**src/pkg/etx_map.svh**
```systemverilog
// Constants shared by both ends of the transmit client port.
`ifndef ETX_MAP_SVH
`define ETX_MAP_SVH

// ----------------------------------------------------------------
// Link shape
// ----------------------------------------------------------------
`define ETX_WORD_BITS          64
`define ETX_EMPTY_BITS         3
`define ETX_REPORT_BITS        40
`define ETX_DEF_READY_LATENCY  2
`define ETX_DEF_DEPTH          32

// ----------------------------------------------------------------
// Frame construction
// ----------------------------------------------------------------
`define ETX_MIN_FRAME_BYTES    9
`define ETX_MIN_PADDED_BYTES   60
`define ETX_LONGEST_FRAME_BYTES 1518
`define ETX_FCS_BYTES          4
`define ETX_GAP_WORDS          2
`define ETX_PREAMBLE           64'h55555555555555d5
`define ETX_CRC_INIT           32'hffffffff
`define ETX_CRC_POLY           32'hedb88320
`define ETX_TYPE_VLAN          16'h8100
`define ETX_TYPE_QINQ          16'h88a8
`define ETX_TYPE_CTRL          16'h8808
`define ETX_OP_PAUSE           16'h0001
`define ETX_OP_PFC             16'h0101
`define ETX_HDR_PLAIN          14
`define ETX_HDR_VLAN           18
`define ETX_HDR_STACKED        22

// ----------------------------------------------------------------
// Status word layout
// ----------------------------------------------------------------
`define ETX_ST_PFC             39
`define ETX_ST_UNICAST         38
`define ETX_ST_MULTICAST       37
`define ETX_ST_BROADCAST       36
`define ETX_ST_PAUSE           35
`define ETX_ST_CONTROL         34
`define ETX_ST_VLAN            33
`define ETX_ST_STACKED         32
`define ETX_ST_TOTAL_MSB       31
`define ETX_ST_TOTAL_LSB       16
`define ETX_ST_PAYLOAD_MSB     15
`define ETX_ST_PAYLOAD_LSB     0

// ----------------------------------------------------------------
// Timing
// ----------------------------------------------------------------
`define ETX_CLK_PERIOD_NS      10
`define ETX_SETTLE_NS          1000
`define ETX_SETTLE_CYCLES      ((`ETX_SETTLE_NS + `ETX_CLK_PERIOD_NS - 1) / `ETX_CLK_PERIOD_NS)

`endif

```
**src/pkg/etx_pkg.sv**
```systemverilog
// Types shared by both ends of the transmit client port.
package etx_pkg;

	typedef enum logic [4:0] {
		ST_IDLE = 5'b00001,
		ST_DATA = 5'b00010,
		ST_PAD  = 5'b00100,
		ST_FCS  = 5'b01000,
		ST_GAP  = 5'b10000
	} etx_state_t;

	typedef struct packed {
		logic [63:0] word;
		logic        first;
		logic        last;
		logic [2:0]  empty;
		logic        bad;
	} etx_entry_t;

endpackage

```
**src/pkg/etx_if.sv**
```systemverilog
// Transmit client link between user logic and the MAC end.
`timescale 1ns/10ps

interface etx_if;
	logic [63:0] txWordIn;
	logic        txWordValid;
	logic        txFrameFirst;
	logic        txFrameLast;
	logic [2:0]  txUnusedByteCount;
	logic        txFrameBad;
	logic        txAccept;
	logic        txReportStrobe;
	logic [39:0] txReportWord;
	logic        txLanesStable;

	modport dev (
		input  txWordIn,
		input  txWordValid,
		input  txFrameFirst,
		input  txFrameLast,
		input  txUnusedByteCount,
		input  txFrameBad,
		output txAccept,
		output txReportStrobe,
		output txReportWord,
		output txLanesStable
	);

	modport client (
		output txWordIn,
		output txWordValid,
		output txFrameFirst,
		output txFrameLast,
		output txUnusedByteCount,
		output txFrameBad,
		input  txAccept,
		input  txReportStrobe,
		input  txReportWord,
		input  txLanesStable
	);
endinterface

```
**src/rtl/etx_mac_port.sv**
```systemverilog
// Transmit client port, MAC end: intake, frame engine and status.
`timescale 1ns/10ps
`include "etx_map.svh"

module etx_mac_port
	import etx_pkg::*;
#(
	parameter int HANDSHAKE_DELAY_CYCLES = `ETX_DEF_READY_LATENCY,
	parameter int DEPTH                  = `ETX_DEF_DEPTH
) (
	input  wire logic        core_clk,
	input  wire logic        rst,
	etx_if.dev               link,
	output logic [63:0]      lineWord,
	output logic [3:0]       lineBytes,
	output logic             lineFirst,
	output logic             lineLast,
	output logic [15:0]      statFrames,
	output logic [15:0]      statErrors
);
	localparam int L  = HANDSHAKE_DELAY_CYCLES;
	localparam int AW = $clog2(DEPTH);

	function automatic logic [31:0] crcWord(input logic [31:0] c,
		input logic [63:0] w, input logic [3:0] n);
		logic [31:0] r;
		r = c;
		for (int b = 0; b < 8; b++) begin
			for (int k = 0; k < 8; k++) begin
				if (4'(b) < n)
					r = (r[0] ^ w[56-8*b+k]) ?
						((r >> 1) ^ `ETX_CRC_POLY) : (r >> 1);
			end
		end
		return r;
	endfunction

	// ----------------------------------------------------------------
	// Lane settle
	// ----------------------------------------------------------------
	logic [15:0] settleCount;
	wire         settled = (settleCount == 16'(`ETX_SETTLE_CYCLES));

	always_ff @(posedge core_clk) begin
		if (rst) begin
			settleCount        <= 16'h0000;
			link.txLanesStable <= 1'b0;
		end else begin
			if (!settled)
				settleCount <= settleCount + 16'h0001;
			link.txLanesStable <= settled;
		end
	end

	// ----------------------------------------------------------------
	// Ready schedule
	// ----------------------------------------------------------------
	wire [L:0]     sched;
	logic [AW+1:0] pend;

	for (genvar k = 0; k <= L; k++) begin : g_sched
		if (k == 0) begin : g_tap
			assign sched[k] = link.txAccept;
		end else begin : g_stage
			logic q;
			always_ff @(posedge core_clk) begin
				if (rst)
					q <= 1'b0;
				else
					q <= sched[k-1];
			end
			assign sched[k] = q;
		end
	end

	always_comb begin
		pend = '0;
		for (int k = 0; k < L; k++)
			pend = pend + (AW+2)'(sched[k]);
	end

	// ----------------------------------------------------------------
	// Intake
	// ----------------------------------------------------------------
	etx_entry_t    mem [DEPTH];
	etx_entry_t    inEntry;
	etx_entry_t    head;
	logic [AW-1:0] wrPtr;
	logic [AW-1:0] rdPtr;
	logic [AW:0]   fill;
	logic          inFrame;
	logic          pop;

	wire readyCycle = sched[L];
	wire take       = readyCycle & link.txWordValid;
	wire startOk    = link.txFrameFirst & ~link.txFrameLast;
	wire midOk      = inFrame & ~link.txFrameFirst;
	wire push       = take & (startOk | midOk);
	wire next_inFrame = take ? (startOk | (midOk & ~link.txFrameLast))
		: inFrame;
	wire [2:0] inEmpty = link.txFrameLast ? link.txUnusedByteCount
		: 3'h0;

	assign inEntry = '{word:  link.txWordIn,
		first: link.txFrameFirst,
		last:  link.txFrameLast,
		empty: inEmpty,
		bad:   link.txFrameBad & link.txFrameLast};
	assign head = mem[rdPtr];

	wire           headValid = (fill != '0);
	wire [AW:0]    next_fill = fill + (AW+1)'(push) - (AW+1)'(pop);
	// Credits cover words already promised by earlier ready cycles, so
	// the store can never overflow whatever the latency.
	wire [AW+1:0]  credit    = (AW+2)'(fill) + pend + (AW+2)'(2);
	wire           next_accept = link.txLanesStable &
		(credit <= (AW+2)'(DEPTH));

	always_ff @(posedge core_clk) begin
		if (push)
			mem[wrPtr] <= inEntry;
	end

	always_ff @(posedge core_clk) begin
		if (rst) begin
			wrPtr         <= '0;
			rdPtr         <= '0;
			fill          <= '0;
			inFrame       <= 1'b0;
			link.txAccept <= 1'b0;
		end else begin
			wrPtr         <= wrPtr + AW'(push);
			rdPtr         <= rdPtr + AW'(pop);
			fill          <= next_fill;
			inFrame       <= next_inFrame;
			link.txAccept <= next_accept;
		end
	end

	// ----------------------------------------------------------------
	// Frame engine
	// ----------------------------------------------------------------
	etx_state_t  state;
	etx_state_t  next_state;
	logic [15:0] byteCount;
	logic [15:0] dataBytes;
	logic [31:0] crc;
	logic [1:0]  wordIdx;
	logic [63:0] hdr0;
	logic [63:0] hdr1;
	logic [63:0] hdr2;
	logic        badFrame;
	logic [1:0]  gapCount;
	logic [63:0] next_lineWord;
	logic [3:0]  next_lineBytes;
	logic        next_lineFirst;
	logic        next_lineLast;
	logic        next_report;

	wire [3:0]  headBytes = head.last ? (4'h8 - {1'b0, head.empty})
		: 4'h8;
	wire [15:0] dataEnd = byteCount + 16'(headBytes);
	wire [15:0] padLeft = 16'(`ETX_MIN_PADDED_BYTES) - byteCount;
	wire [3:0]  padN    = (padLeft >= 16'h0008) ? 4'h8 : padLeft[3:0];
	wire        inData  = (state == ST_DATA);
	wire [31:0] crcNext = crcWord(crc, inData ? head.word : 64'h0,
		inData ? headBytes : padN);
	wire [31:0] fcsVal  = badFrame ? crc : ~crc;
	wire [31:0] fcs     = {fcsVal[7:0], fcsVal[15:8], fcsVal[23:16],
		fcsVal[31:24]};

	always_comb begin
		next_state     = state;
		pop            = 1'b0;
		next_lineWord  = 64'h0;
		next_lineBytes = 4'h0;
		next_lineFirst = 1'b0;
		next_lineLast  = 1'b0;
		next_report    = 1'b0;
		case (state)
			ST_IDLE: begin
				if (headValid && head.first) begin
					next_lineWord  = `ETX_PREAMBLE;
					next_lineBytes = 4'h8;
					next_lineFirst = 1'b1;
					next_state     = ST_DATA;
				end else if (headValid) begin
					pop = 1'b1;
				end
			end
			ST_DATA: begin
				if (headValid) begin
					pop            = 1'b1;
					next_lineWord  = head.word;
					next_lineBytes = headBytes;
					if (head.last)
						next_state = (dataEnd <
							16'(`ETX_MIN_PADDED_BYTES)) ? ST_PAD : ST_FCS;
				end
			end
			ST_PAD: begin
				next_lineBytes = padN;
				if (padLeft <= 16'h0008)
					next_state = ST_FCS;
			end
			ST_FCS: begin
				next_lineWord  = {fcs, 32'h0};
				next_lineBytes = 4'(`ETX_FCS_BYTES);
				next_lineLast  = 1'b1;
				next_report    = 1'b1;
				next_state     = ST_GAP;
			end
			ST_GAP: begin
				if (gapCount == 2'h1)
					next_state = ST_IDLE;
			end
			default: begin
				next_state = ST_IDLE;
			end
		endcase
	end

	always_ff @(posedge core_clk) begin
		if (rst) begin
			state     <= ST_IDLE;
			byteCount <= 16'h0000;
			dataBytes <= 16'h0000;
			crc       <= `ETX_CRC_INIT;
			wordIdx   <= 2'h0;
			hdr0      <= 64'h0;
			hdr1      <= 64'h0;
			hdr2      <= 64'h0;
			badFrame  <= 1'b0;
			gapCount  <= 2'h0;
		end else begin
			state <= next_state;
			if (state == ST_IDLE) begin
				byteCount <= 16'h0000;
				crc       <= `ETX_CRC_INIT;
				wordIdx   <= 2'h0;
				hdr1      <= 64'h0;
				hdr2      <= 64'h0;
			end else if (inData && headValid) begin
				byteCount <= dataEnd;
				dataBytes <= dataEnd;
				crc       <= crcNext;
				wordIdx   <= (wordIdx == 2'h3) ? wordIdx : wordIdx + 2'h1;
				if (wordIdx == 2'h0)
					hdr0 <= head.word;
				if (wordIdx == 2'h1)
					hdr1 <= head.word;
				if (wordIdx == 2'h2)
					hdr2 <= head.word;
				if (head.last)
					badFrame <= head.bad;
			end else if (state == ST_PAD) begin
				byteCount <= byteCount + 16'(padN);
				crc       <= crcNext;
			end
			gapCount <= (state == ST_FCS) ? 2'(`ETX_GAP_WORDS)
				: gapCount - 2'(state == ST_GAP);
		end
	end

	// ----------------------------------------------------------------
	// Status report and statistics
	// ----------------------------------------------------------------
	wire [15:0] outerType = hdr1[31:16];
	wire [15:0] opcode    = hdr1[15:0];
	wire [15:0] innerType = hdr2[63:48];
	wire        bcast     = (hdr0[63:16] == 48'hffffffffffff);
	wire        vlan      = (outerType == `ETX_TYPE_VLAN) |
		(outerType == `ETX_TYPE_QINQ);
	wire        stacked   = (outerType == `ETX_TYPE_QINQ) |
		((outerType == `ETX_TYPE_VLAN) & (innerType == `ETX_TYPE_VLAN));
	wire        ctrl      = (outerType == `ETX_TYPE_CTRL);
	wire [15:0] hdrLen    = stacked ? 16'(`ETX_HDR_STACKED)
		: vlan ? 16'(`ETX_HDR_VLAN) : 16'(`ETX_HDR_PLAIN);
	wire [15:0] payload   = (dataBytes > hdrLen) ? dataBytes - hdrLen
		: 16'h0000;
	wire [15:0] total     = byteCount + 16'(`ETX_FCS_BYTES);
	wire [15:0] lenLimit  = 16'(`ETX_LONGEST_FRAME_BYTES) + (vlan ?
		16'h0004 : 16'h0000);
	wire        oversize  = (total > lenLimit);
	wire [39:0] report    = {ctrl & (opcode == `ETX_OP_PFC),
		~hdr0[56], hdr0[56] & ~bcast, bcast,
		ctrl & (opcode == `ETX_OP_PAUSE), ctrl, vlan, stacked,
		total, payload};

	always_ff @(posedge core_clk) begin
		if (rst) begin
			lineWord            <= 64'h0;
			lineBytes           <= 4'h0;
			lineFirst           <= 1'b0;
			lineLast            <= 1'b0;
			link.txReportStrobe <= 1'b0;
			link.txReportWord   <= 40'h0;
			statFrames          <= 16'h0000;
			statErrors          <= 16'h0000;
		end else begin
			lineWord            <= next_lineWord;
			lineBytes           <= next_lineBytes;
			lineFirst           <= next_lineFirst;
			lineLast            <= next_lineLast;
			link.txReportStrobe <= next_report;
			if (next_report) begin
				link.txReportWord <= report;
				statFrames        <= statFrames + 16'h0001;
				statErrors        <= statErrors +
					16'(oversize & ~badFrame);
			end
		end
	end
endmodule

```
**src/flat_wrapper.sv**
```systemverilog
// flat-port wrapper written by rule: the top's interface ports become plain ports
module etx_mac_port_flat import etx_pkg::*;
#(
	parameter int HANDSHAKE_DELAY_CYCLES = `ETX_DEF_READY_LATENCY,
	parameter int DEPTH                  = `ETX_DEF_DEPTH
)
  (core_clk, rst, lineWord, lineBytes, lineFirst, lineLast, statFrames, statErrors, link_txWordIn, link_txWordValid, link_txFrameFirst, link_txFrameLast, link_txUnusedByteCount, link_txFrameBad, link_txAccept, link_txReportStrobe, link_txReportWord, link_txLanesStable);
  etx_if link_i ();
  input  wire logic core_clk;
  input  wire logic rst;
  output logic [63:0] lineWord;
  output logic [3:0] lineBytes;
  output logic lineFirst;
  output logic lineLast;
  output logic [15:0] statFrames;
  output logic [15:0] statErrors;
  input wire logic [$bits(link_i.txWordIn)-1:0] link_txWordIn;
  input wire logic [$bits(link_i.txWordValid)-1:0] link_txWordValid;
  input wire logic [$bits(link_i.txFrameFirst)-1:0] link_txFrameFirst;
  input wire logic [$bits(link_i.txFrameLast)-1:0] link_txFrameLast;
  input wire logic [$bits(link_i.txUnusedByteCount)-1:0] link_txUnusedByteCount;
  input wire logic [$bits(link_i.txFrameBad)-1:0] link_txFrameBad;
  output wire logic [$bits(link_i.txAccept)-1:0] link_txAccept;
  output wire logic [$bits(link_i.txReportStrobe)-1:0] link_txReportStrobe;
  output wire logic [$bits(link_i.txReportWord)-1:0] link_txReportWord;
  output wire logic [$bits(link_i.txLanesStable)-1:0] link_txLanesStable;
  assign link_i.txWordIn = link_txWordIn;
  assign link_i.txWordValid = link_txWordValid;
  assign link_i.txFrameFirst = link_txFrameFirst;
  assign link_i.txFrameLast = link_txFrameLast;
  assign link_i.txUnusedByteCount = link_txUnusedByteCount;
  assign link_i.txFrameBad = link_txFrameBad;
  assign link_txAccept = link_i.txAccept;
  assign link_txReportStrobe = link_i.txReportStrobe;
  assign link_txReportWord = link_i.txReportWord;
  assign link_txLanesStable = link_i.txLanesStable;
  etx_mac_port #(.HANDSHAKE_DELAY_CYCLES(HANDSHAKE_DELAY_CYCLES), .DEPTH(DEPTH)) u_core (.core_clk(core_clk), .rst(rst), .link(link_i), .lineWord(lineWord), .lineBytes(lineBytes), .lineFirst(lineFirst), .lineLast(lineLast), .statFrames(statFrames), .statErrors(statErrors));
endmodule
```
**config.mk**
```make
export PLATFORM = sky130hd
export DESIGN_NAME = etx_mac_port_flat
export DESIGN_NICKNAME = d
export VERILOG_FILES = /design/src/pkg/etx_pkg.sv /design/src/pkg/etx_if.sv /design/src/rtl/etx_mac_port.sv /design/src/flat_wrapper.sv
export VERILOG_INCLUDE_DIRS = /design/src /design/src/pkg
export SDC_FILE = /design/constraint.sdc
export NUM_CORES = 2
export LEC_CHECK = 0
export BUFFER_PORTS_ARGS = -buffer_cell sky130_fd_sc_hd__buf_4
export CORE_MARGIN = 2
export CORE_UTILIZATION = 50
export CTS_CLUSTER_DIAMETER = 40
export DETAILED_ROUTE_END_ITERATION = 10
export PLACE_DENSITY = 0.77
export SLEW_MARGIN = 40
export SYNTH_ARGS = -nofsm -noshare
export SYNTH_HDL_FRONTEND = slang
export SYNTH_SLANG_ARGS = --single-unit
```
**constraint.sdc**
```tcl
create_clock -name core_clk -period 13.45 [get_ports core_clk]
set_input_delay 1.345 -clock core_clk [delete_from_list [all_inputs] [get_ports core_clk]]
set_output_delay 1.345 -clock core_clk [all_outputs]
set_load 0.005 [all_outputs]
```
==> impl_metrics.yaml <==
run_status:
  status: "completed"
timing:
  hold_ws_ns: 0.457
  tightest_slew_ns: 0.939
  relSlewSlack_pct: 37.4
  drv_slew: 0
  grt_setup_unrepaired: "no"
  fmax_mhz: 76.5
  setup_viol: 0
  setup_tns_ns: 0
  finalCritPeriodShare_pct: 97.2
  period_minus_slack_ns: 13.07
  hold_viol_final: 0
  finClkSkew_ns: 0.0813
clock_network:
  cts_buffer_depth: 4
  cts_tree: "built"
  cts_setup_buffers: 0
  cts.sink_count: 2589
  htree_num_levels: 5
  cts_hold_buf: 0
  cts_resized: 0
  root_buffer: "clkbuf_16"
  numCtsBuffers: 338
  cts.clk_slew.worst_paths_ns: 0.06
  clkLatencyLatePin_ns: 0.95
yosys:
  synth_cell_types: 121
  syn_area_per_cell_um2: 16.6
  yosysWarningCount: 0
  ys.flop_type: "edfxtp_1"
  yosys.area.top_type: "edfxtp_1"
  synthCells: 6854
  synth_top_cell_area_share_pct: 59.2
  synth_edf_count: 2240
  netlist_area_um2: 114000
  synth_nets: 6978
  ys_ff_latch: 2589
  synthTopCellsByArea: "edfxtp_1 (59%), mux4_2 (13%), dfxtp_1 (6.2%)"
  synth_async_sr_flop_share_pct: 0
  synth.yosys.seq_area_share_pct: 65.4
grt:
  grt_antenna_before_repair: 31
  grt_overflow: 0
  grt_pass1_wl_um: 508000
  grt_pass1_vias: 68800
  track_usage_pct: 30.8
  grt_max_degree: 125
drt:
  via_per_inst: 6.59
  antenna_left: 0
  route.vias.total: 69500
  wl_um: 359000
  dr.pass1.iters: 6
  drcViolationCount: 0
  drt_iter0_markers: 10300
  wire_per_inst_um: 34.0
floorplanning:
  rows: 174
  fp.dieW_um: 481
  dieArea_um2: 231000
  io-pin-count: 218
  initial_core_util_pct: 50.4
  core_um2: 225000
  die_y_um: 481
finish:
  fillers: 15800
  layout-drive-gt1-share_pct: 25.3
  finish.net_count: 7416
  syn_to_final_growth_pct: 15.5
  final_area_um2: 131000
  layout.cells.non_filler: 10600
worst_setup_path:
  worst_path_most_repeated_cell: "xnor2_1"
  path_max_fanout: 32
  path_delay_family: "XOR/XNOR gates"
  crit_arrival_ns: 13.91
  critPathLaunchType: "flop"
  crit_type: "reg2reg"
  crit_path_top_delay_cell: "or4_1"
  worst-path-buf-inv: 3
  slowest_delay_ns: 0.84
  crit_required_ns: 14.30
  endpoint_kind: "flop"
placed_design:
  io_buffers: 217
  dp.cells: 9941
  place_area_um2: 120000
  hpwl_um: 204000
  gp_congestion: 0.992
job:
  max-cap-violations: 0
hold_path:
  min_path_type: "reg2reg"
## per-stage QoR
stage | setup slack, ns | util (%)
final | 0.382 | 58.2
after global routing | 0.0226 | 58.2
after CTS | 0.342 | 58.1
after detailed placement | 0.556 | 53.1
after global placement | 0.586 | 53.0
after floorplan | 2.08 | -
## worst reg2reg max path, delay by kind of cell, from the launching register on
family	cells	cell delay, ns
xor+xnor	17	5.17
compound gates	11	3.68
simple gates	6	2.34
buf+inv	3	0.87
flops	1	0.67
mux	1	0.27
## routing by layer
| layer | global-route usage, % | part of all wire (%) | routed length [um] |
|---|---|---|---|
| met5 | 0 | 0.036 | 128 |
| met3 | 7.65 | 11 | 40700 |
| met4 | 16.4 | 5.9 | 21300 |
| met2 | 48.9 | 47 | 170000 |
| met1 | 39.4 | 35 | 126000 |
## worst paths after layout
check,startpoint,endpoint,slack [ns],depth (start not counted)
min reg2reg,u_core.hdr0[62],u_core.hdr0[62],0.46,2
max,u_core.rdPtr[2],u_core.crc[16],0.38,38
min,u_core.hdr0[62],u_core.hdr0[62],0.46,2
max reg2reg,u_core.rdPtr[2],u_core.crc[16],0.38,38
## cell type report
| cell class | count | area (um2) | share of cell area [%] |
|---|---|---|---|
| inverter | 50 | 193 | 0.147 |
| multi-input combinational | 3817 | 37700 | 28.7 |
| clock inverter | 221 | 2380 | 1.81 |
| antenna | 16 | 40.0 | 0.0305 |
| tap | 2992 | 3740 | 2.85 |
| timing repair buffer | 496 | 4010 | 3.06 |
| clock buffer | 377 | 8830 | 6.74 |
| sequential | 2589 | 74300 | 56.6 |
## logic make-up (layout without fill, tap and decap cells)
family	after synthesis	in the layout	share of synthesized area, %
simple gates	1302	1302	5.47
mux	862	862	14.7
buf+inv	448	1144	1.86
compound gates	804	804	4.61
flops	2589	2589	65.4
other cells	0	16	0
fa+ha+maj	51	51	0.588
xor+xnor	798	798	7.41
## cells in the final DEF (no fill, tap or decap), drive strengths merged, types with 79 or more instances in the layout
master  netlist  routed
edfxtp     2240    2240
mux4        639     639
nor2        535     535
buf         203     496
xnor2       470     470
clkbuf      195     377
dfxtp       349     349
nand2       278     278
xor2        246     246
a21oi       219     219
mux2i       200     200
o21ai       183     183
a211oi      120     120
inv          50     113
clkinv        0      86
nand3        79      79
## flip-flops by register name (all words and copies together), names as in the netlist, 5 cells and up
signal and cells:
u_core.byteCount 16, u_core.crc 32, u_core.dataBytes 16, u_core.fill 6, u_core.hdr0 48, u_core.hdr1 32, u_core.hdr2 16, u_core.lineWord 64
u_core.link.txReportWord 40, u_core.mem 2240, u_core.rdPtr 5, u_core.settleCount 16, u_core.statErrors 16, u_core.statFrames 16, u_core.state 5, u_core.wrPtr 5
## synth_stat cells, types with 37 or more instances
cell type	count
a21oi_1	212
nand2_1	278
a211oi_1	120
edfxtp_1	2240
nor3_1	56
inv_1	49
ha_1	47
o21ai_0	155
xnor2_1	451
and3_1	37
xnor3_1	67
o22ai_1	46
nand3_1	78
dfxtp_1	349
buf_4	45
mux2i_1	200
buf_2	78
nor2_1	532
clkbuf_1	194
nand4_1	49
xor2_1	237
mux4_2	639
buf_1	62
Power is left out: the tool's default activity adds up to more than one toggle a clock period on the data nets, which glitch-free logic cannot reach.
